`src/rtl/sdpdi_pkg.sv`:
```
// shared constants, field layouts and carrier types of the pin-level data integrity block
package sdpdi_pkg;

	// data path geometry (sixteen-bit organisation, two byte lanes)
	localparam int DQ_W       = 16;
	localparam int BYTE_W     = 8;
	localparam int LANES      = 2;
	localparam int FIFO_DEPTH = 16;
	localparam int FIFO_W     = DQ_W + LANES;

	// burst geometry: beats numbered 0..7, the crc beat follows the last one
	localparam logic [3:0] BEAT_LAST = 4'h7;
	localparam logic [3:0] BEAT_CRC  = 4'h8;

	// command pin codes {ras_n, cas_n, we_n} with act_n high
	localparam logic [2:0] OPC_WRITE = 3'h4;
	localparam logic [2:0] OPC_READ  = 3'h5;

	// crc-8 over each byte lane, polynomial x^8+x^2+x+1
	localparam logic [7:0] CRC_POLY = 8'h07;
	localparam logic [7:0] CRC_INIT = 8'hFF;

	// read inversion is chosen when more than this many bits of a byte are zero
	localparam logic [3:0] DBI_ZERO_LIMIT = 4'h4;

	// alert timing: times in ns, counts rounded up to whole clock cycles
	localparam int CLK_PERIOD_NS = 20;
	localparam int ALERT_CRC_NS  = 120;
	localparam int RECOVERY_NS   = 400;
	localparam int ALERT_CRC_CYC = (ALERT_CRC_NS + CLK_PERIOD_NS - 1) / CLK_PERIOD_NS;
	localparam int RECOVERY_CYC  = (RECOVERY_NS + CLK_PERIOD_NS - 1) / CLK_PERIOD_NS;
	localparam int ALERT_CNT_W   = 8;

	// reset levels of the pins the block drives
	localparam logic ALERT_IDLE = 1'b1;
	localparam logic DBI_IDLE   = 1'b1;

	// decoded command classes
	typedef enum logic [1:0] {
		CMD_ACTIVATE,
		CMD_READ,
		CMD_WRITE,
		CMD_OTHER
	} sdpdi_cmd_kind_t;

	// command/address pins sampled at the clock edge
	typedef struct packed {
		logic        act_n;
		logic        ras_n_a16;
		logic        cas_n_a15;
		logic        we_n_a14;
		logic [1:0]  bg;
		logic [1:0]  ba;
		logic [13:0] a;
		logic        parity;
	} sdpdi_ca_t;

	// mode register settings; the block obeys all except tdqs_enable
	typedef struct packed {
		logic       rtt_enable;     // termination allowed by the mode registers
		logic       parity_enable;  // command/address parity check
		logic       crc_enable;     // crc beat after each burst
		logic       vref_monitor;   // internal reference shown on dq[3:0]
		logic [3:0] vref_probe_sel; // which of dq[3:0] show the reference
		logic       dm_enable;      // shared pin acts as write mask
		logic       wdbi_enable;    // shared pin acts as write inversion
		logic       rdbi_enable;    // shared pin acts as read inversion
		logic       tdqs_enable;    // termination strobe, eight-bit parts only
		logic       conn_test;      // connectivity test mode
	} sdpdi_mode_t;

	// termination switched on per pin group
	typedef struct packed {
		logic dq;
		logic dqs_l;
		logic dqs_u;
		logic dm_l;
		logic dm_u;
	} sdpdi_term_t;

	// command handed to the array side
	typedef struct packed {
		sdpdi_cmd_kind_t kind;
		logic [1:0]      bg;
		logic [1:0]      ba;
		logic [16:0]     addr;
	} sdpdi_cmd_t;

endpackage : sdpdi_pkg
```
`src/rtl/sdpdi_core.sv`:
```
// pin-level command, termination, data integrity and alert logic of a sixteen-bit memory
module sdpdi_core (
	// clock and reset
	input  wire logic                  clock,
	input  wire logic                  rst_n,
	// mode register settings
	input  wire sdpdi_pkg::sdpdi_mode_t mode,
	// command, address and control pins
	input  wire logic                  cs_n,
	input  wire sdpdi_pkg::sdpdi_ca_t   ca,
	input  wire logic                  odt,
	// data pins
	input  wire logic [15:0]           dq_in,
	output      logic [15:0]           dq_out,
	output      logic                  dq_oe,
	// strobe pins, lower and upper pairs
	input  wire logic                  dqs_l_t_in,
	input  wire logic                  dqs_l_c_in,
	input  wire logic                  dqs_u_t_in,
	input  wire logic                  dqs_u_c_in,
	output      logic                  dqs_l_t_out,
	output      logic                  dqs_l_c_out,
	output      logic                  dqs_u_t_out,
	output      logic                  dqs_u_c_out,
	output      logic                  dqs_oe,
	// shared mask / inversion pins
	input  wire logic                  dm_dbi_l_n_in,
	input  wire logic                  dm_dbi_u_n_in,
	output      logic                  dm_dbi_l_n_out,
	output      logic                  dm_dbi_u_n_out,
	output      logic                  dm_dbi_oe,
	// termination and reference monitor
	output      sdpdi_pkg::sdpdi_term_t term,
	output      logic [3:0]            vref_probe_en,
	// alert pin
	input  wire logic                  alert_n_in,
	output      logic                  alert_n_out,
	output      logic                  alert_oe,
	output      logic                  ct_alert_level,
	// decoded commands
	output      logic                  cmd_valid,
	output      sdpdi_pkg::sdpdi_cmd_t  cmd,
	// write data towards the array
	output      logic                  wr_valid,
	output      logic [17:0]           wr_word,
	input  wire logic                  wr_ready,
	// read data from the array
	output      logic                  rd_req,
	input  wire logic [15:0]           rd_data,
	// status
	output      logic                  parity_error,
	output      logic                  crc_error,
	output      logic                  recovery_busy,
	output      logic                  overrun,
	input  wire logic                  overrun_clr
);
	typedef enum logic [1:0] {
		AL_IDLE,
		AL_CRC_PULSE,
		AL_RECOVERY
	} sdpdi_alert_state_t;

	sdpdi_alert_state_t        alert_state;
	logic [sdpdi_pkg::ALERT_CNT_W-1:0] alert_cnt;
	logic                      par_calc;
	logic                      par_bad;
	logic                      cmd_take;
	logic [2:0]                opcode;
	logic                      is_read;
	logic                      is_write;
	logic                      dqs_l_prev;
	logic                      dqs_u_prev;
	logic                      edge_l;
	logic                      edge_u;
	logic [7:0]                upper_hold;
	logic                      upper_mask_hold;
	logic [7:0]                upper_raw;
	logic                      upper_pin;
	logic                      wr_active;
	logic [3:0]                wr_beat;
	logic [7:0]                crc_l;
	logic [7:0]                crc_u;
	logic                      crc_beat;
	logic                      crc_bad;
	logic                      data_beat;
	logic [1:0]                keep;
	logic [15:0]               beat_data;
	logic                      fifo_in_valid;
	logic                      fifo_in_ready;
	logic                      rd_active;
	logic [3:0]                rd_beat;
	logic [7:0]                rd_crc_l;
	logic [7:0]                rd_crc_u;
	logic                      rd_inv_l;
	logic                      rd_inv_u;
	logic                      alert_sync1;
	logic                      alert_sync2;

	// one crc-8 step over a byte; shared by write check and read generation
	function automatic logic [7:0] crc8_step(input logic [7:0] crc, input logic [7:0] data);
		logic [7:0] c;
		c = crc ^ data;
		for (int i = 0; i < 8; i++) begin
			c = c[7] ? ({c[6:0], 1'b0} ^ sdpdi_pkg::CRC_POLY) : {c[6:0], 1'b0};
		end
		return c;
	endfunction : crc8_step

	// read inversion pays off when most bits of the byte are zero
	function automatic logic want_invert(input logic [7:0] data);
		logic [3:0] zeros;
		zeros = '0;
		for (int i = 0; i < 8; i++) begin
			zeros = zeros + 4'(!data[i]);
		end
		return zeros > sdpdi_pkg::DBI_ZERO_LIMIT;
	endfunction : want_invert

	// parity over act, the shared command pins, bank group, bank and address
	assign par_calc = ^{ca.act_n, ca.ras_n_a16, ca.cas_n_a15, ca.we_n_a14,
	                    ca.bg, ca.ba, ca.a};
	assign par_bad  = mode.parity_enable && !cs_n && (par_calc != ca.parity);

	// a command counts only when selected, parity clean and no recovery running
	assign cmd_take = !cs_n && !par_bad && (alert_state != AL_RECOVERY);
	assign opcode   = {ca.ras_n_a16, ca.cas_n_a15, ca.we_n_a14};
	assign is_read  = cmd_take && ca.act_n && (opcode == sdpdi_pkg::OPC_READ);
	assign is_write = cmd_take && ca.act_n && (opcode == sdpdi_pkg::OPC_WRITE);

	// decoded command register, sampled on the rising clock edge
	always_ff @(posedge clock or negedge rst_n) begin
		if (!rst_n) begin
			cmd_valid <= 1'b0;
			cmd       <= '0;
		end else begin
			cmd_valid <= cmd_take;
			if (cmd_take) begin
				cmd.bg <= ca.bg;
				cmd.ba <= ca.ba;
				if (!ca.act_n) begin
					cmd.kind <= sdpdi_pkg::CMD_ACTIVATE;
					cmd.addr <= {opcode, ca.a};
				end else begin
					cmd.kind <= is_read  ? sdpdi_pkg::CMD_READ :
					            is_write ? sdpdi_pkg::CMD_WRITE : sdpdi_pkg::CMD_OTHER;
					cmd.addr <= {3'h0, ca.a};
				end
			end
		end
	end

	// termination follows the sampled termination input unless the mode disables it
	always_ff @(posedge clock or negedge rst_n) begin
		if (!rst_n) begin
			term <= '0;
		end else begin
			term.dq    <= odt && mode.rtt_enable;
			term.dqs_l <= odt && mode.rtt_enable;
			term.dqs_u <= odt && mode.rtt_enable;
			term.dm_l  <= odt && mode.rtt_enable;
			term.dm_u  <= odt && mode.rtt_enable;
		end
	end

	// reference monitor taps on the low data nibble
	always_ff @(posedge clock or negedge rst_n) begin
		if (!rst_n) begin
			vref_probe_en <= '0;
		end else begin
			vref_probe_en <= mode.vref_monitor ? mode.vref_probe_sel : 4'h0;
		end
	end

	// write strobe edges: either direction counts, but only on a true differential swing
	assign edge_l = (dqs_l_t_in != dqs_l_prev) && (dqs_l_t_in != dqs_l_c_in);
	assign edge_u = (dqs_u_t_in != dqs_u_prev) && (dqs_u_t_in != dqs_u_c_in);

	always_ff @(posedge clock or negedge rst_n) begin
		if (!rst_n) begin
			dqs_l_prev      <= 1'b0;
			dqs_u_prev      <= 1'b0;
			upper_hold      <= '0;
			upper_mask_hold <= 1'b1;
		end else begin
			dqs_l_prev <= dqs_l_t_in;
			dqs_u_prev <= dqs_u_t_in;
			// upper lane captured by its own strobe
			if (edge_u) begin
				upper_hold      <= dq_in[15:8];
				upper_mask_hold <= dm_dbi_u_n_in;
			end
		end
	end

	// the lower strobe paces beats; the upper byte is the one its own strobe caught
	assign upper_raw = edge_u ? dq_in[15:8] : upper_hold;
	assign upper_pin = edge_u ? dm_dbi_u_n_in : upper_mask_hold;
	assign data_beat = wr_active && edge_l && (wr_beat <= sdpdi_pkg::BEAT_LAST);
	assign crc_beat  = wr_active && edge_l && (wr_beat == sdpdi_pkg::BEAT_CRC);

	// mask has priority on the shared pin when both functions are set
	always_comb begin
		keep[0] = !(mode.dm_enable && !dm_dbi_l_n_in);
		keep[1] = !(mode.dm_enable && !upper_pin);
		beat_data[7:0]  = dq_in[7:0];
		beat_data[15:8] = upper_raw;
		if (!mode.dm_enable && mode.wdbi_enable) begin
			if (!dm_dbi_l_n_in) begin
				beat_data[7:0] = ~dq_in[7:0];
			end
			if (!upper_pin) begin
				beat_data[15:8] = ~upper_raw;
			end
		end
	end

	assign crc_bad       = crc_beat && ((dq_in[7:0] != crc_l) || (upper_raw != crc_u));
	assign fifo_in_valid = data_beat && (keep != 2'b00);

	// write burst tracking; crc accumulates over the raw lane bytes
	always_ff @(posedge clock or negedge rst_n) begin
		if (!rst_n) begin
			wr_active <= 1'b0;
			wr_beat   <= '0;
			crc_l     <= sdpdi_pkg::CRC_INIT;
			crc_u     <= sdpdi_pkg::CRC_INIT;
		end else if (!wr_active) begin
			wr_active <= is_write;
			wr_beat   <= '0;
			crc_l     <= sdpdi_pkg::CRC_INIT;
			crc_u     <= sdpdi_pkg::CRC_INIT;
		end else if (data_beat) begin
			wr_beat <= wr_beat + 4'h1;
			crc_l   <= crc8_step(crc_l, dq_in[7:0]);
			crc_u   <= crc8_step(crc_u, upper_raw);
			if (wr_beat == sdpdi_pkg::BEAT_LAST && !mode.crc_enable) begin
				wr_active <= 1'b0;
			end
		end else if (crc_beat) begin
			wr_active <= 1'b0;
		end
	end

	// a beat the array side cannot take sets the sticky lost flag; a new loss beats the clear
	always_ff @(posedge clock or negedge rst_n) begin
		if (!rst_n) begin
			overrun <= 1'b0;
		end else if (fifo_in_valid && !fifo_in_ready) begin
			overrun <= 1'b1;
		end else if (overrun_clr) begin
			overrun <= 1'b0;
		end
	end

	sdpdi_fifo #(
		.WIDTH (sdpdi_pkg::FIFO_W),
		.DEPTH (sdpdi_pkg::FIFO_DEPTH)
	) u_wr_fifo (
		.clock     (clock),
		.rst_n     (rst_n),
		.in_valid  (fifo_in_valid),
		.in_data   ({keep, beat_data}),
		.in_ready  (fifo_in_ready),
		.out_valid (wr_valid),
		.out_data  (wr_word),
		.out_ready (wr_ready)
	);

	// read burst: eight beats from the array, then an optional crc beat
	assign rd_inv_l = mode.rdbi_enable && want_invert(rd_data[7:0]);
	assign rd_inv_u = mode.rdbi_enable && want_invert(rd_data[15:8]);

	always_ff @(posedge clock or negedge rst_n) begin
		if (!rst_n) begin
			rd_req    <= 1'b0;
			rd_active <= 1'b0;
			rd_beat   <= '0;
			rd_crc_l  <= sdpdi_pkg::CRC_INIT;
			rd_crc_u  <= sdpdi_pkg::CRC_INIT;
		end else begin
			rd_req <= is_read && !rd_active;
			if (!rd_active) begin
				rd_active <= is_read;
				rd_beat   <= '0;
				rd_crc_l  <= sdpdi_pkg::CRC_INIT;
				rd_crc_u  <= sdpdi_pkg::CRC_INIT;
			end else if (rd_beat <= sdpdi_pkg::BEAT_LAST) begin
				rd_beat  <= rd_beat + 4'h1;
				rd_crc_l <= crc8_step(rd_crc_l, rd_inv_l ? ~rd_data[7:0] : rd_data[7:0]);
				rd_crc_u <= crc8_step(rd_crc_u, rd_inv_u ? ~rd_data[15:8] : rd_data[15:8]);
				if (rd_beat == sdpdi_pkg::BEAT_LAST && !mode.crc_enable) begin
					rd_active <= 1'b0;
				end
			end else begin
				rd_active <= 1'b0;
			end
		end
	end

	// read pin drive: strobe toggles with every data change, so edges sit on the data
	always_ff @(posedge clock or negedge rst_n) begin
		if (!rst_n) begin
			dq_out         <= '0;
			dq_oe          <= 1'b0;
			dqs_l_t_out    <= 1'b0;
			dqs_l_c_out    <= 1'b1;
			dqs_u_t_out    <= 1'b0;
			dqs_u_c_out    <= 1'b1;
			dqs_oe         <= 1'b0;
			dm_dbi_l_n_out <= sdpdi_pkg::DBI_IDLE;
			dm_dbi_u_n_out <= sdpdi_pkg::DBI_IDLE;
			dm_dbi_oe      <= 1'b0;
		end else if (rd_active) begin
			dq_oe     <= 1'b1;
			dqs_oe    <= 1'b1;
			dm_dbi_oe <= mode.rdbi_enable;
			if (rd_beat <= sdpdi_pkg::BEAT_LAST) begin
				dq_out[7:0]    <= rd_inv_l ? ~rd_data[7:0] : rd_data[7:0];
				dq_out[15:8]   <= rd_inv_u ? ~rd_data[15:8] : rd_data[15:8];
				dm_dbi_l_n_out <= !rd_inv_l;
				dm_dbi_u_n_out <= !rd_inv_u;
			end else begin
				dq_out         <= {rd_crc_u, rd_crc_l};
				dm_dbi_l_n_out <= sdpdi_pkg::DBI_IDLE;
				dm_dbi_u_n_out <= sdpdi_pkg::DBI_IDLE;
			end
			dqs_l_t_out <= !dqs_l_t_out;
			dqs_l_c_out <= dqs_l_t_out;
			dqs_u_t_out <= !dqs_u_t_out;
			dqs_u_c_out <= dqs_u_t_out;
		end else begin
			dq_oe          <= 1'b0;
			dqs_oe         <= 1'b0;
			dm_dbi_oe      <= 1'b0;
			dqs_l_t_out    <= 1'b0;
			dqs_l_c_out    <= 1'b1;
			dqs_u_t_out    <= 1'b0;
			dqs_u_c_out    <= 1'b1;
			dm_dbi_l_n_out <= sdpdi_pkg::DBI_IDLE;
			dm_dbi_u_n_out <= sdpdi_pkg::DBI_IDLE;
		end
	end

	// alert sequencing: parity recovery outranks and replaces a crc pulse; a running recovery is not restarted
	always_ff @(posedge clock or negedge rst_n) begin
		if (!rst_n) begin
			alert_state <= AL_IDLE;
			alert_cnt   <= '0;
		end else if (par_bad && alert_state != AL_RECOVERY) begin
			alert_state <= AL_RECOVERY;
			alert_cnt   <= sdpdi_pkg::ALERT_CNT_W'(sdpdi_pkg::RECOVERY_CYC - 1);
		end else begin
			case (alert_state)
				AL_IDLE: begin
					if (crc_bad) begin
						alert_state <= AL_CRC_PULSE;
						alert_cnt   <= sdpdi_pkg::ALERT_CNT_W'(sdpdi_pkg::ALERT_CRC_CYC - 1);
					end
				end
				AL_CRC_PULSE, AL_RECOVERY: begin
					if (alert_cnt == '0) begin
						alert_state <= AL_IDLE;
					end else begin
						alert_cnt <= alert_cnt - sdpdi_pkg::ALERT_CNT_W'(1);
					end
				end
				default: begin
					alert_state <= AL_IDLE;
				end
			endcase
		end
	end

	// alert pin and error pulses; in connectivity test the pin is released
	always_ff @(posedge clock or negedge rst_n) begin
		if (!rst_n) begin
			alert_n_out   <= sdpdi_pkg::ALERT_IDLE;
			alert_oe      <= 1'b0;
			parity_error  <= 1'b0;
			crc_error     <= 1'b0;
			recovery_busy <= 1'b0;
		end else begin
			alert_n_out   <= (alert_state == AL_IDLE);
			alert_oe      <= !mode.conn_test;
			parity_error  <= par_bad && (alert_state != AL_RECOVERY);
			crc_error     <= crc_bad;
			recovery_busy <= (alert_state == AL_RECOVERY);
		end
	end

	// alert as input during connectivity test arrives unclocked, so two stages first
	always_ff @(posedge clock or negedge rst_n) begin
		if (!rst_n) begin
			alert_sync1    <= 1'b1;
			alert_sync2    <= 1'b1;
			ct_alert_level <= 1'b1;
		end else begin
			alert_sync1    <= alert_n_in;
			alert_sync2    <= alert_sync1;
			ct_alert_level <= mode.conn_test ? alert_sync2 : 1'b1;
		end
	end

endmodule : sdpdi_core

```
`src/rtl/sdpdi_fifo.sv`:
```
// write data fifo with a registered output stage and valid/ready on both sides
module sdpdi_fifo #(
	parameter int WIDTH = 18,
	parameter int DEPTH = 16
) (
	// clock and reset
	input  wire logic             clock,
	input  wire logic             rst_n,
	// filling side
	input  wire logic             in_valid,
	input  wire logic [WIDTH-1:0] in_data,
	output      logic             in_ready,
	// draining side
	output      logic             out_valid,
	output      logic [WIDTH-1:0] out_data,
	input  wire logic             out_ready
);
	localparam int PTR_W = $clog2(DEPTH);

	logic [WIDTH-1:0] mem [DEPTH];
	logic [PTR_W-1:0] wr_ptr;
	logic [PTR_W-1:0] rd_ptr;
	logic [PTR_W:0]   count;
	logic             push;
	logic             pop;

	// storage full blocks the source; the output register is extra room
	assign in_ready = (count != (PTR_W+1)'(DEPTH));
	assign push     = in_valid && in_ready;
	assign pop      = (count != '0) && (!out_valid || out_ready);

	// storage array
	always_ff @(posedge clock) begin
		if (push) begin
			mem[wr_ptr] <= in_data;
		end
	end

	// pointers and fill level
	always_ff @(posedge clock or negedge rst_n) begin
		if (!rst_n) begin
			wr_ptr <= '0;
			rd_ptr <= '0;
			count  <= '0;
		end else begin
			if (push) begin
				wr_ptr <= wr_ptr + PTR_W'(1);
			end
			if (pop) begin
				rd_ptr <= rd_ptr + PTR_W'(1);
			end
			count <= count + (PTR_W+1)'(push) - (PTR_W+1)'(pop);
		end
	end

	// output stage keeps the drain side on flip-flops
	always_ff @(posedge clock or negedge rst_n) begin
		if (!rst_n) begin
			out_valid <= 1'b0;
			out_data  <= '0;
		end else if (pop) begin
			out_valid <= 1'b1;
			out_data  <= mem[rd_ptr];
		end else if (out_ready) begin
			out_valid <= 1'b0;
		end
	end

endmodule : sdpdi_fifo

```
`config.mk`:
```
export PLATFORM = sky130hd
export DESIGN_NAME = sdpdi_core
export DESIGN_NICKNAME = d
export VERILOG_FILES = /design/src/rtl/sdpdi_pkg.sv /design/src/rtl/sdpdi_core.sv /design/src/rtl/sdpdi_fifo.sv
export SDC_FILE = /design/constraint.sdc
export NUM_CORES = 1
export LEC_CHECK = 0
export BUFFER_PORTS_ARGS = -buffer_cell sky130_fd_sc_hd__buf_4
export CAP_MARGIN = 10
export CORE_MARGIN = 5
export CORE_UTILIZATION = 60
export DETAILED_ROUTE_END_ITERATION = 8
export HOLD_SLACK_MARGIN = 0.1
export PLACE_DENSITY = 0.8
export SLEW_MARGIN = 5
export SYNTH_ARGS = -nofsm -noshare
export SYNTH_HDL_FRONTEND = slang
export SYNTH_SLANG_ARGS = --single-unit
```
`constraint.sdc`:
```
create_clock -name clock -period 4 [get_ports clock]
set_input_delay 0 -clock clock [delete_from_list [all_inputs] [get_ports clock]]
set_output_delay 0 -clock clock [all_outputs]
set_load 0.05 [all_outputs]
```
==> summary.md, run 1 <==
Setup slack closes at 0.155 ns. The initialized floorplan defines 67 standard-cell rows. In this run, the number of DRC markers left after iteration 0 of detailed routing was 986.

The number of global-route vias before repair is 13,200, and the minimum period implied by the final worst setup slack is 3.84 ns. The worst hold slack was 0.105 ns. The clock arrives with 0.0213 ns of skew. The run gives -0.220 ns as the worst setup slack before clock tree synthesis.

The post-synthesis area per instance was 15.5 sq um; the total net switching power was 6490 uW. The synthesized design contains 446 register bits. The sequential-to-total area share from yosys stat was 0.627. The count of final max-slew check failures was 0. The wire-length estimate of the detail-placed layout is 27.6 mm. Counting cells, the worst reg-to-reg path comes to 12.

For this block, the routed nets add up to 49.4 mm of wire. The analysis attributes to cell leakage a power of 0.00934 uW. The fraction of layout instances using a drive strength above 1 works out to 0.325.

The area added between synthesis and finish works out to 22.7%. In this run the critical register-to-register path is launched from dqs_u_prev$_DFF_PN0_. Yosys mapped the design onto 78 distinct sky130hd cell types. The initial antenna violation count was 1. The number of vias in the routed layout is 12,300. In this run the tool buffered the top-level ports with 164 buffer cells.

The period utilization works out to 0.961. The flow ran to the end, and the final reports show no timing, DRC or antenna violations. The core area was 0.0334 sq mm; the starting utilization of the core area was 0.605.

The number of hold-slack violations in the final timing report was 0. Most instantiated flip-flop cell in the synthesis netlist: sky130_fd_sc_hd__edfxtp_1. VDD sags by at most 0.660 mV.

The number of nets handed over by synthesis was 1,422. Internal power comes to 11,700 uW. The critical setup path kind was in2reg.

The tools report the combined global-route utilization of all metal layers as 0.262. After filler insertion, the fill cell instance count of the layout stands at 1,986. Setup repair after global routing left no endpoint under its margin. The proportion of power drawn by flip-flops and latches is 0.358, and the largest net degree at the start of global routing is 92.

The combinational fraction of design power came out at 0.405. The maximum operating frequency was 260 MHz. The pin slew with the least headroom to its limit is 1.24 ns. The run gives 76.5 mm as the wire length of the first global-routing pass. The total overflow left after global routing is 0. Max-cap violations in this run came to 0.

The share of the synthesized area in the top cell type came out at 0.428. The fraction of synthesis flops using an asynchronous set or reset pin is 0.354, and the number of remaining DRC errors is 0. STA classifies the critical path endpoint as a flop. STA puts the critical path data arrival time at 4.35 ns. Cell type with the highest aggregate area in the netlist: sky130_fd_sc_hd__edfxtp_1.

Yosys printed 0 warnings. The pre-antenna-repair detailed-routing pass consisted of 5 iterations. Yosys mapped a number of flops with a built-in enable equal to 288.

Dividing total power by cell area gives a power density of 735 mW/mm^2. Using the TritonRoute via totals, the vias-per-cell ratio works out to 5.91. Setup violations remaining at the end of the flow were counted as 0. The tree is rooted in a sky130_fd_sc_hd__clkbuf_16.

The H-tree generated during clock tree synthesis spans 2 levels. For the share of total power in the clock network, the log shows 0.237. For the worst slew margin relative to its limit, the log shows 0.169.

After synthesis, the cell types taking the most area are sky130_fd_sc_hd__edfxtp_1, sky130_fd_sc_hd__dfrtp_1, sky130_fd_sc_hd__mux4_2. TritonCTS created 46 clock buffers. Counting every instance in the synthesized netlist gives 1,299. The data required time of the critical path is 4.50 ns.

The chip height came out at 193 um. The number of nets with antenna violations after routing was 0. The setup total negative slack was 0 ns; the proportion of total power due to net switching was 0.356. TritonCTS built the clock tree. The width of the chip works out to 193 um.

For this design, the sink count on the clock tree is 446. The largest fanout on the critical path is 22. The mean routed wirelength per cell is 23.6 um. CTS clock-pin slew for the worst setup and hold paths: 0.06 ns. Summing every instance area after synthesis gives 0.0202 sq mm.

The logs give 1,725 for the number of nets in the finished design and 0.854 for the final weighted congestion of routability-driven global placement. During I/O placement, the number of pins put on the boundary was 166. The clock passes through at most 3 buffers. Source-to-sink clock delay at the later pin of the worst-skew pair: 0.56 ns. The tools report the startpoint type of the worst setup path as an input pin. The die covers 0.0374 sq mm.

Worst min-delay path class: in2async. The run gives 1,897 as the cell count after placement. The tools report the startpoint of the worst setup timing path as ca[22]. Once layout is complete, the cells apart from fillers number 2,088.
-- logic make-up after synthesis --
family,after synthesis,synth area share
and+or+nand+nor,245,0.0652
AOI/OAI and AO/OA,147,0.0486
adders and majority gates,42,0.0294
xor gates and xnor gates,143,0.0705
muxes,146,0.131
DFF,446,0.627
buffers and inverters,130,0.0279
-- metal layers --
layer	GRT usage	share of wire	vias up
met5	0	0	-
met4	0.0590	0.020	0
met3	0.0604	0.078	75
met2	0.459	0.52	538
met1	0.338	0.38	6284
li1	-	-	5436
-- Yosys cell counts, types with 4 or more instances --
library cell and number:
sky130_fd_sc_hd__or3_1 7, sky130_fd_sc_hd__a211oi_1 8, sky130_fd_sc_hd__nor2b_1 15, sky130_fd_sc_hd__and3_1 4, sky130_fd_sc_hd__edfxtp_1 288, sky130_fd_sc_hd__or2_2 7
sky130_fd_sc_hd__mux4_2 90, sky130_fd_sc_hd__fa_1 9, sky130_fd_sc_hd__nand4_1 7, sky130_fd_sc_hd__ha_1 33, sky130_fd_sc_hd__o211ai_1 7, sky130_fd_sc_hd__nand2_1 48
sky130_fd_sc_hd__nand3b_1 6, sky130_fd_sc_hd__xnor3_1 8, sky130_fd_sc_hd__a21oi_1 24, sky130_fd_sc_hd__nand3_1 22, sky130_fd_sc_hd__xnor2_1 97, sky130_fd_sc_hd__o21ai_1 6
sky130_fd_sc_hd__inv_1 62, sky130_fd_sc_hd__a221oi_1 4, sky130_fd_sc_hd__o31ai_1 4, sky130_fd_sc_hd__buf_2 15, sky130_fd_sc_hd__nor3b_1 20, sky130_fd_sc_hd__dfrtp_1 117
sky130_fd_sc_hd__nor2_1 49, sky130_fd_sc_hd__buf_4 7, sky130_fd_sc_hd__mux2_2 51, sky130_fd_sc_hd__o21ai_0 56, sky130_fd_sc_hd__buf_6 4, sky130_fd_sc_hd__nand2b_1 9
sky130_fd_sc_hd__dfstp_2 41, sky130_fd_sc_hd__nor3_1 22, sky130_fd_sc_hd__clkbuf_1 40, sky130_fd_sc_hd__xor2_1 33, sky130_fd_sc_hd__and2_1 12
-- final timing paths --
kind                                                          end  slack [ns]
max in group asynchronous                    crc_l[5]$_DFFE_PN1P_        2.88
worst max-delay path                          cmd[21]$_DFFE_PN0P_        0.16
min in group clock                        rd_crc_l[1]$_DFFE_PN1P_        0.12
worst max register to register           alert_cnt[4]$_DFFE_PN0P_        0.36
worst min register to register              alert_sync2$_DFF_PN1_        0.35
worst min-delay path            u_wr_fifo.out_data[8]$_DFFE_PN0P_        0.10
-- timing repair --
| item | 4_1_cts | 5_1_grt |
|---|---|---|
| setup endpoints to repair | 0 | 5 |
| endpoints found under the hold margin | 276 | 1 |
| hold buffers | 95 | 1 |
| resized for setup | 0 | 12 |
| buffers inserted | 0 | 8 |
-- layout make-up --
cell class | instances | area (sq um) | area share
Timing Repair Buffer | 322 | 2740 | 0.110
Sequential cell | 446 | 12700 | 0.511
Clock inverter | 32 | 335 | 0.0135
Tap cell | 448 | 561 | 0.0226
Clock buffer | 53 | 1200 | 0.0483
Multi-Input combinational cell | 723 | 7050 | 0.284
Inverter | 63 | 236 | 0.00955
Antenna cell | 1 | 2.50 | 0.000101
-- per-stage QoR --
stage | instance area, sq um | utilization | power, uW
after floorplan | 20200 | - | 11600
after global placement | 22200 | 0.665 | 13300
after detailed placement | 22200 | 0.665 | 13500
after CTS | 24700 | 0.739 | 18200
after global routing | 24800 | 0.743 | 19100
final | 24800 | 0.743 | 18200
-- sequential cells by signal, indices dropped and copies added, names as in the netlist, 5 cells and up --
signal and count:
u_wr_fifo.out_data 18, dq_out 16, rd_crc_u 8, cmd 23
u_wr_fifo.mem 288, alert_cnt 8, upper_hold 8, crc_l 8
crc_u 8, rd_crc_l 8, u_wr_fifo.count 5
-- power by group through the flow --
stage               logic, uW  registers, uW  clock network [uW]
floorplan                4160           7470                   0
global placement         6790           6540                   0
detailed placement       6960           6570                   0
CTS                      7290           6510                4380
global route             7900           6620                4610
finish                   7380           6520                4330
-- critical path, cell delays in order --
cell and delay (ns):
sky130_fd_sc_hd__dlygate4sd3_1 0.56, sky130_fd_sc_hd__buf_4 0.15, sky130_fd_sc_hd__inv_1 0.13, sky130_fd_sc_hd__ha_1 0.27, sky130_fd_sc_hd__xor2_1 0.21, sky130_fd_sc_hd__xnor2_1 0.18
sky130_fd_sc_hd__xnor2_1 0.16, sky130_fd_sc_hd__xnor3_1 0.48, sky130_fd_sc_hd__a211oi_4 0.51, sky130_fd_sc_hd__buf_4 0.38, sky130_fd_sc_hd__nand3_1 0.11, sky130_fd_sc_hd__dlygate4sd3_1 0.56
sky130_fd_sc_hd__o21ai_0 0.07, sky130_fd_sc_hd__dlygate4sd3_1 0.56
-- cells in the final DEF, fill, tap and decap left out, types with 10 or more instances in the layout --
cell type                       instances
sky130_fd_sc_hd__buf_4                218
sky130_fd_sc_hd__a21oi_1               22
sky130_fd_sc_hd__nor2b_1               15
sky130_fd_sc_hd__mux2_2                51
sky130_fd_sc_hd__clkinv_2              10
sky130_fd_sc_hd__dfrtp_1              115
sky130_fd_sc_hd__nor3_1                18
sky130_fd_sc_hd__edfxtp_1             288
sky130_fd_sc_hd__dlygate4sd3_1         94
sky130_fd_sc_hd__ha_1                  32
sky130_fd_sc_hd__xor2_1                33
sky130_fd_sc_hd__mux4_2                90
sky130_fd_sc_hd__nand3_1               21
sky130_fd_sc_hd__o21ai_0               55
sky130_fd_sc_hd__inv_1                 60
sky130_fd_sc_hd__clkbuf_16             46
sky130_fd_sc_hd__and2_1                12
sky130_fd_sc_hd__nor2_1                41
sky130_fd_sc_hd__dfstp_2               41
sky130_fd_sc_hd__nor3b_1               20
sky130_fd_sc_hd__nand2_1               48
sky130_fd_sc_hd__xnor2_1               96
Note: power is estimated with default switching activity, not from simulation.
==> run 2: changes to the inputs <==
ABC_AREA = 1   (was unset)
clock period = 3.8 ns   (was 4 ns; I/O delays follow)
==> summary.md, run 2 <==
The flow ran to the end, and the final reports show no timing, DRC or antenna violations. The CTS clock-pin slew for the worst setup and hold paths is 0.06 ns. For this run, the leading register cell type out of synthesis is sky130_fd_sc_hd__edfxtp_1.

The tools report the worst slew margin relative to its limit as 0.227. The count of final max-slew check failures was 0; the number of distinct library cells after synthesis was 48. The first global-routing pass estimated 85.6 mm of wire. The fraction of layout instances using a drive strength above 1 works out to 0.188.

The min-delay analysis places its worst path in the category in2reg. For this design, the sink count on the clock tree is 446. The tools report the data required time of the critical path as 4.07 ns. The critical path endpoint category is a flop. The mean routed wirelength per cell works out to 19.8 um. Setup repair after global routing left no endpoint under its margin. The number of filler instances in the final layout was 2,000. The logs give 0 for the number of hold-slack violations in the final timing report and 0.20 ns for the register-to-register setup slack.

The register with the most flip-flops in the layout has 288 of them. The largest individual stage delay along the critical path comes from the cell sky130_fd_sc_hd__nor2_2. The run gives 1 as the initial antenna violation count. The starting utilization of the core area was 0.606; the H-tree depth was 2. Synthesis produced a netlist whose cell count is 1,904. Ratio of total power to cell area: 771 mW/mm^2. The number of remaining DRC errors came out at 0.

The biggest area contributor in the post-synthesis netlist is sky130_fd_sc_hd__edfxtp_1. The share of the synthesized area in the top cell type came out at 0.426. In the post-synthesis netlist, the biggest area contributors are sky130_fd_sc_hd__edfxtp_1, sky130_fd_sc_hd__dfrtp_1, sky130_fd_sc_hd__nand2_1. Root buffer cell: sky130_fd_sc_hd__clkbuf_16. At the worst endpoint, the arrival time is 3.87 ns. Measured along the x axis, the die boundary spans 194 um.

The register with the most flip-flops in the final layout is u_wr_fifo.mem. The simple-gate share of the synthesized area is 0.152, and the adder and majority cell fraction of the synthesized area is 0.0292. For the worst flop-to-flop path, the logic depth is 13. The proportion of total power due to net switching is 0.409.

The detailed router finished its first iteration with 1,339 violations. The critical path crosses 13 cells after its start point. After synthesis, the largest family of logic cells by area is simple AND/OR/NAND/NOR gates. The critical path goes through inv_2, nand2_1, nand2_2, nand2_4, nand2_1, o21ai_2, nand3_1, dlygate4sd3_1, nand3_1, inv_2, nand2_1, nor2_2, buf_4. The pin slew with the least headroom to its limit was 1.15 ns; the count of maximum capacitance violations was 0. Subtracting the final worst setup slack from the clock period gives 3.60 ns.

The dominant cell by count in the synthesized netlist was sky130_fd_sc_hd__nand2_1. The number of setup buffers added after CTS is 0. In this run, synthesis inferred 288 flip-flops with an integrated enable.

The clock reaches the later pin of the worst-skew pair after 0.57 ns. Compound-gate portion of the synthesized area: 0.105. The final standard cell utilization of the core is 0.748, and the detailed-routing iteration count for the pre-antenna-repair pass is 6.

The die is 194 um tall. The period utilization was 0.948; the half-perimeter wire length of the detailed placement result was 31.6 mm. The library cell used most frequently in the layout, excluding fill and tap cells, is sky130_fd_sc_hd__nand2_1. The worst hold path passes through 7 cells.

The fraction of synthesis flops using an asynchronous set or reset pin works out to 0.354. STA classifies the critical path startpoint as a flop. Leaving out fill and tap cells, the most frequent cells in the layout are sky130_fd_sc_hd__nand2_1, sky130_fd_sc_hd__edfxtp_1, sky130_fd_sc_hd__buf_4.

The maximum operating frequency was 278 MHz. After synthesis the cells add up to 0.0203 sq mm. The run gives 0.624 as the sequential-to-total area share from yosys stat. After global routing the overflow that remains totals 0.

The total area inside the core boundary comes to 0.0334 sq mm. The logs give 166 for the total I/O pin count and 0.903 mV for the worst-case vdd ir drop. Sorting the synthesized cells by how often they occur yields sky130_fd_sc_hd__nand2_1, sky130_fd_sc_hd__edfxtp_1, sky130_fd_sc_hd__nor2_1.

Setup violations remaining at the end of the flow were counted as 0. The combinational fraction of design power is 0.418. The largest registers in the layout are u_wr_fifo.mem: 288 flops, cmd: 23 flops, u_wr_fifo.out_data: 18 flops. The share of synthesized area spent on multiplexers was 0; the leakage power figure was 0.0104 uW.

For this design the total switching power over the nets is 7900 uW. Entering global routing, the biggest net connects 111 pins. TritonCTS built the clock tree. The detail route stage leaves a number of antenna-violating nets equal to 0.

The largest single stage delay on the critical path is 0.75 ns. The buffering stage count on the worst path with inverters included came out at 4. Synthesis produced a netlist with a net count of 2,027. In this run the mean area of a mapped cell was 10.7 sq um.

The number of clock buffers added by TritonCTS is 45. Internal power contribution: 11,400 uW. Setup total negative slack on the finished layout was measured at 0 ns.

The largest fanout on the critical path came out at 10. Dominant cell type by count on the critical path: sky130_fd_sc_hd__nand2_1. The synthesized design contains 446 register bits. The average via count per standard cell was 5.85; the area enclosed by the die boundary was 0.0376 sq mm. Critical setup path kind: reg2reg.

In the final design database the tool counted 2,340 nets. The area added between synthesis and finish works out to 23.4%. The share of total power in the clock network was 0.234; the final weighted congestion of routability-driven global placement was 0.860.

For the number of global-route vias before repair, the log shows 16,100. The proportion of power drawn by flip-flops and latches was 0.347; the count of port buffers added during placement was 164. The run gives 15,800 as the number of vias in the routed layout. The xor/xnor cell area share of the yosys netlist is 0.0437, and the placement row count is 67.

During synthesis, Yosys emitted a total of 0 warnings. In this design, the largest share of critical-path delay is due to simple AND/OR/NAND/NOR gates. The clock skew was 0.0212 ns; the maximum root-to-sink buffer count was 3. After detailed routing, the total wire length is 53.6 mm.

Combined global-route utilization of all metal layers: 0.281. Across all hold checks on the routed design, the worst slack comes to 0.129 ns.
==> run 2: cell types whose count changed after synthesis, sizes merged, moves of 50 or more <==
| cell | change |
|---|---|
| o221ai | +50 |
| nand3 | +93 |
| inv | +85 |
| mux2 | -53 |
| nand2 | +323 |
| xnor2 | -52 |
| nor2 | +181 |
| mux4 | -90 |
| o21ai | +113 |
==> run 2: metrics by stage <==
stage | setup slack, ns | area, sq um | instances | total power, uW
2_1_floorplan | 0.207 | 20300 | 1904 | 12100
3_3_place_gp | -0.0716 | 22300 | 2494 | 14200
3_5_place_dp | -0.199 | 22300 | 2494 | 14400
4_1_cts | 0.0219 | 25000 | 2698 | 19200
5_1_grt | 0.0194 | 25000 | 2703 | 20400
6_report | 0.197 | 25000 | 2703 | 19300
==> run 2: worst min-delay path: cells and delay by family <==
family,cells,cell delay [ns]
xor+xnor,2,0.25
simple gates,2,0.11
buf+inv,2,0.18
compound gates,1,0.14
==> run 2: final timing paths <==
path,endpoint,from
hold reg to reg,alert_sync2$_DFF_PN1_,alert_sync1$_DFF_PN1_
max in group asynchronous,crc_u[4]$_DFFE_PN1P_,rst_n
setup / recovery,u_wr_fifo.mem[2][8]$_DFFE_PP_,dqs_u_prev$_DFF_PN0_
min in group asynchronous,u_wr_fifo.out_data[17]$_DFFE_PN0P_,rst_n
setup reg to reg,u_wr_fifo.mem[2][8]$_DFFE_PP_,dqs_u_prev$_DFF_PN0_
hold / removal,crc_l[6]$_DFFE_PN1P_,dq_in[6]
==> run 2: cells by family after synthesis <==
kind of cell    Yosys count
xor+xnor                 86
flops                   446
fa+ha+maj                42
simple gates            741
buf+inv                 237
compound gates          352
==> run 2: metal layers <==
layer	track usage	vias up	routed length, um
li1	-	7165	-
met1	0.358	7684	20600
met2	0.488	827	26700
met3	0.0563	150	4600
met4	0.0919	0	1740
met5	0	-	0
==> run 2: layout make-up <==
cell class | instances | area, sq um | area share
timing repair buffer | 351 | 2980 | 0.119
tap | 448 | 561 | 0.0224
clock inverter | 25 | 294 | 0.0117
sequential | 446 | 12700 | 0.506
inverter | 152 | 572 | 0.0228
multi-input combinational | 1221 | 6760 | 0.270
antenna | 1 | 2.50 | 0.000100
clock buffer | 59 | 1210 | 0.0483
==> run 2: repair_timing <==
item / in CTS / in global routing
hold endpoints to repair: 210 / 17
gates resized for setup: 0 / 5
setup endpoints to repair: 0 / 4
hold buffers: 120 / 2
==> run 2: power groups by stage <==
stage	Clock, uW	Sequential, uW	Combinational, uW
2_1_floorplan	0	7730	4390
5_1_grt	4780	6790	8820
6_report	4520	6710	8080
3_5_place_dp	0	6760	7690
3_3_place_gp	0	6740	7420
4_1_cts	4550	6690	7960
==> run 3: changes to the inputs <==
SYNTH_HIERARCHICAL = 1   (was unset)
==> summary.md, run 3 <==
The finished layout holds 3,137 standard cells, fillers aside. The maximum operating frequency was 283 MHz. The minimum period implied by the final worst setup slack was 3.53 ns. The endpoint identified for the worst register-to-register timing path is u_wr_fifo/mem[9][2]$_DFFE_PP_.

The run gives 0.0221 ns as the clock skew. Traced cell by cell, the critical path runs through o21bai_4, nand2_4, nand2_1, o21ai_1, nand2_1, o21ai_0, buf_4, inv_1, nand2_1, buf_4, inv_1, nand2_1, nor2_2. The worst setup path endpoint is u_wr_fifo/mem[9][2]$_DFFE_PP_. In this run, synthesis produced a sequential element count of 446. Sorting the synthesized cells by how often they occur yields sky130_fd_sc_hd__nand2_1, sky130_fd_sc_hd__inv_1, sky130_fd_sc_hd__nand3_1. Sequential cell area: 0.0127 sq mm.

The combined global-route utilization of all metal layers was 0.288. The tool flagged a number of max-cap violations equal to 0. The share of the synthesized area in the top cell type works out to 0.399.

The average via count per standard cell is 5.52, and the data required time of the critical path is 3.97 ns. The total overflow left after global routing is 0. The placement row count was 69. Among all flip-flop cells after synthesis, the most frequent one is sky130_fd_sc_hd__edfxtp_1. The register with the most flip-flops in the final layout is u_wr_fifo/mem.

Dominant cell type by count on the critical path: sky130_fd_sc_hd__nand2_1. The cell count after placement came out at 2,935. Count of port buffers added during placement: 164.

The library cell used most frequently in the layout, excluding fill and tap cells, is sky130_fd_sc_hd__nand2_1. After synthesis, the mean cell area works out to 9.24 sq um. The final standard cell utilization of the core was 0.742. The chip height is 200 um.

After detailed routing, the average wire length per cell comes to 18.3 um. For the final weighted congestion of routability-driven global placement, the log shows 0.891. The startpoint type of the worst setup path is a flop. The worst-case vdd ir drop is 1.32 mV. The analysis attributes to cell leakage a power of 0.0125 uW. STA classifies the critical path endpoint as a flop. The largest registers in the layout are u_wr_fifo/mem: 288 flops, cmd: 23 flops, u_wr_fifo/out_data: 18 flops. The total clock sinks was 446.

The worst setup path is of the reg2reg kind. The flow ran to the end, and the final reports show no timing, DRC or antenna violations. In this run the worst setup path begins at dqs_u_prev$_DFF_PN0_.

Counting every instance in the synthesized netlist gives 2,344. The H-tree depth was 2. Setup violations remaining at the end of the flow were counted as 0. The number of distinct library cells after synthesis is 49, and the pin slew with the least headroom to its limit is 1.21 ns. Relative to the synthesized area, the layout overhead comes to 21.7%. The tools report the number of nets in the finished design as 2,760. The data arrival at the endpoint of the critical path was 3.70 ns. Dividing total power by cell area gives a power density of 762 mW/mm^2.

The number of nets with antenna violations after routing was 0. Setup repair after global routing left no endpoint under its margin. At the placement stage, the worst setup path has a slack of -0.110 ns.

The fraction of synthesis flops using an asynchronous set or reset pin is 0.354. Among all cell types in the netlist, the one instantiated most often is sky130_fd_sc_hd__nand2_1. The final critical-path setup slack was 0.266 ns. Clock tree synthesis inserted a total of 45 buffers. The number of cells on the worst hold path is 4, and the total I/O pin count is 166. The floorplan step defined a die boundary enclosing 0.0400 sq mm. The logs give 0 for the number of remaining DRC errors and 0 ns for the setup total negative slack. The initial antenna violation count is 2. The clock passes through at most 3 buffers. The period utilization is 0.930, and the count of final max-slew check failures is 0. The post-detailed-routing wire length came out at 57.4 mm. In the layout the commonest cells are sky130_fd_sc_hd__nand2_1, sky130_fd_sc_hd__inv_1, sky130_fd_sc_hd__nand3_1. Yosys attributes the largest share of cell area to sky130_fd_sc_hd__edfxtp_1, sky130_fd_sc_hd__nand2_1, sky130_fd_sc_hd__dfrtp_1.

The number of global-route vias before repair is 17,600. Along the worst path, the maximum fanout reaches 18. The cell type with the highest aggregate area in the netlist was sky130_fd_sc_hd__edfxtp_1.

Worst min-delay path class: in2reg. Summed over all nets, the half-perimeter wirelength after detailed placement is 34.2 mm. Clock-pin slew was measured on the worst setup and hold paths at 0.07 ns.

The number of filler instances in the final layout was 2,291; the flip-flop count of the largest register after layout was 288. The first routing iteration left 1,471 violations. TritonCTS built the clock tree. For the worst slew margin relative to its limit, the log shows 0.194. Slowest cell on the critical path: sky130_fd_sc_hd__nor2_2. At the later pin of the worst-skew pair, clock insertion delay measures 0.57 ns.

The first global-routing pass estimated 91.0 mm of wire. The core area is 0.0356 sq mm. Post-synthesis net count: 2,467. The startpoint identified for the worst register-to-register timing path is dqs_u_prev$_DFF_PN0_. For the sequential-to-total area share from yosys stat, the log shows 0.584. The Yosys step of the flow raised 6 warnings. For this block, the via count after detailed routing is 17,300. The number of synthesized flops with an enable pin was 288; the number of hold-slack violations in the final timing report was 0. The largest net degree at the start of global routing was 147; the area of the multi-input gates was 0.00731 sq mm.

Fraction of layout instances using a drive strength above 1: 0.154. CTS placed an instance of sky130_fd_sc_hd__clkbuf_16 at the clock tree root. The starting utilization of the core area was 0.609; the detailed-routing iteration count for the pre-antenna-repair pass was 6. The run gives 0.27 ns as the register-to-register setup slack. The beginning of the worst hold path is rd_data[11]. For the worst flop-to-flop path, the logic depth is 13.

On the worst path, the slowest cell contributes a delay of 0.93 ns. In this run the cell area of the synthesized design comes to 0.0217 sq mm. The die is 200 um wide.
-- run 3: cell count changes in the layout (fill, tap and decap cells not counted), sizes merged, moves of 18 or more --
cell / before / now
o22ai: 28 / 2
o21ai: 175 / 47
inv: 150 / 382
nand2: 371 / 810
nor2: 231 / 57
o221ai: 50 / 9
o211ai: 24 / 6
nand3: 115 / 323
-- run 3: worst min path at each step --
| stage | endpoint | slack (ns) |
|---|---|---|
| finish | dq_out[11]$_DFFE_PN0P_ | 0.09 |
| global route | alert_oe$_DFF_PN0_ | 0.12 |
| CTS | dqs_l_prev$_DFF_PN0_ | 0.11 |
| detailed placement | dq_out[15]$_DFFE_PN0P_ | 0.1 |
| global placement | dq_out[0]$_DFFE_PN0P_ | 0.09 |
| floorplan | alert_cnt[0]$_DFFE_PN0P_ | -0.30 |
-- run 3: metrics by stage --
stage          total power, uW  instance area, sq um  hold slack, ns
4_1_cts                  19900                 26200           0.106
3_3_place_gp             14800                 23500          0.0879
6_report                 20100                 26400          0.0917
3_5_place_dp             15000                 23500          0.0965
2_1_floorplan            12500                 21700          -0.296
5_1_grt                  21200                 26400           0.123
-- run 3: critical path: cells and delay by family, from the launching register on --
kind	cells	cell delay [ns]
and+or+nand+nor	6	1.62
buffers and inverters	4	0.55
AOI/OAI and AO/OA	3	0.50
DFF	1	0.42
-- run 3: area by class of cell --
type | count | share of cell area
Clock buffer | 61 | 0.0466
Sequential cell | 446 | 0.480
Inverter | 381 | 0.0543
Antenna cell | 2 | 0.000190
Clock inverter | 23 | 0.0120
Tap cell | 461 | 0.0219
Timing Repair Buffer | 330 | 0.108
Multi-Input combinational cell | 1433 | 0.277
-- run 3: cell families (layout without fill, tap and decap cells) --
family          count (synthesis)  count (layout)  synth area share
fa+ha+maj                      42              42            0.0274
xor+xnor                       81              81            0.0390
simple gates                 1201            1202             0.233
flops                         446             446             0.584
other cells                     0               2                 0
buf+inv                       466             795            0.0865
compound gates                108             108            0.0301
-- run 3: per-layer routing --
metal | vias to the layer above | routed length, um | global-route usage
li1 | 8056 | - | -
met1 | 8262 | 21500 | 0.357
met4 | 0 | 2410 | 0.118
met2 | 827 | 28800 | 0.501
met3 | 164 | 4710 | 0.0537
met5 | - | 0 | 0
-- run 3: what timing repair did --
| action | CTS | global route |
|---|---|---|
| endpoints found under the hold margin | 297 | 0 |
| setup endpoints to repair | 0 | 72 |
| resized for setup | 0 | 32 |
| hold buffers | 106 | 0 |
| buffers inserted | 0 | 6 |
-- run 3: power breakdown --
group / total (uW) / switching [uW] / internal, uW
clock network: 4650 / 1830 / 2810
registers: 6700 / 547 / 6150
logic: 8740 / 5970 / 2770
total: 20100 / 8350 / 11700
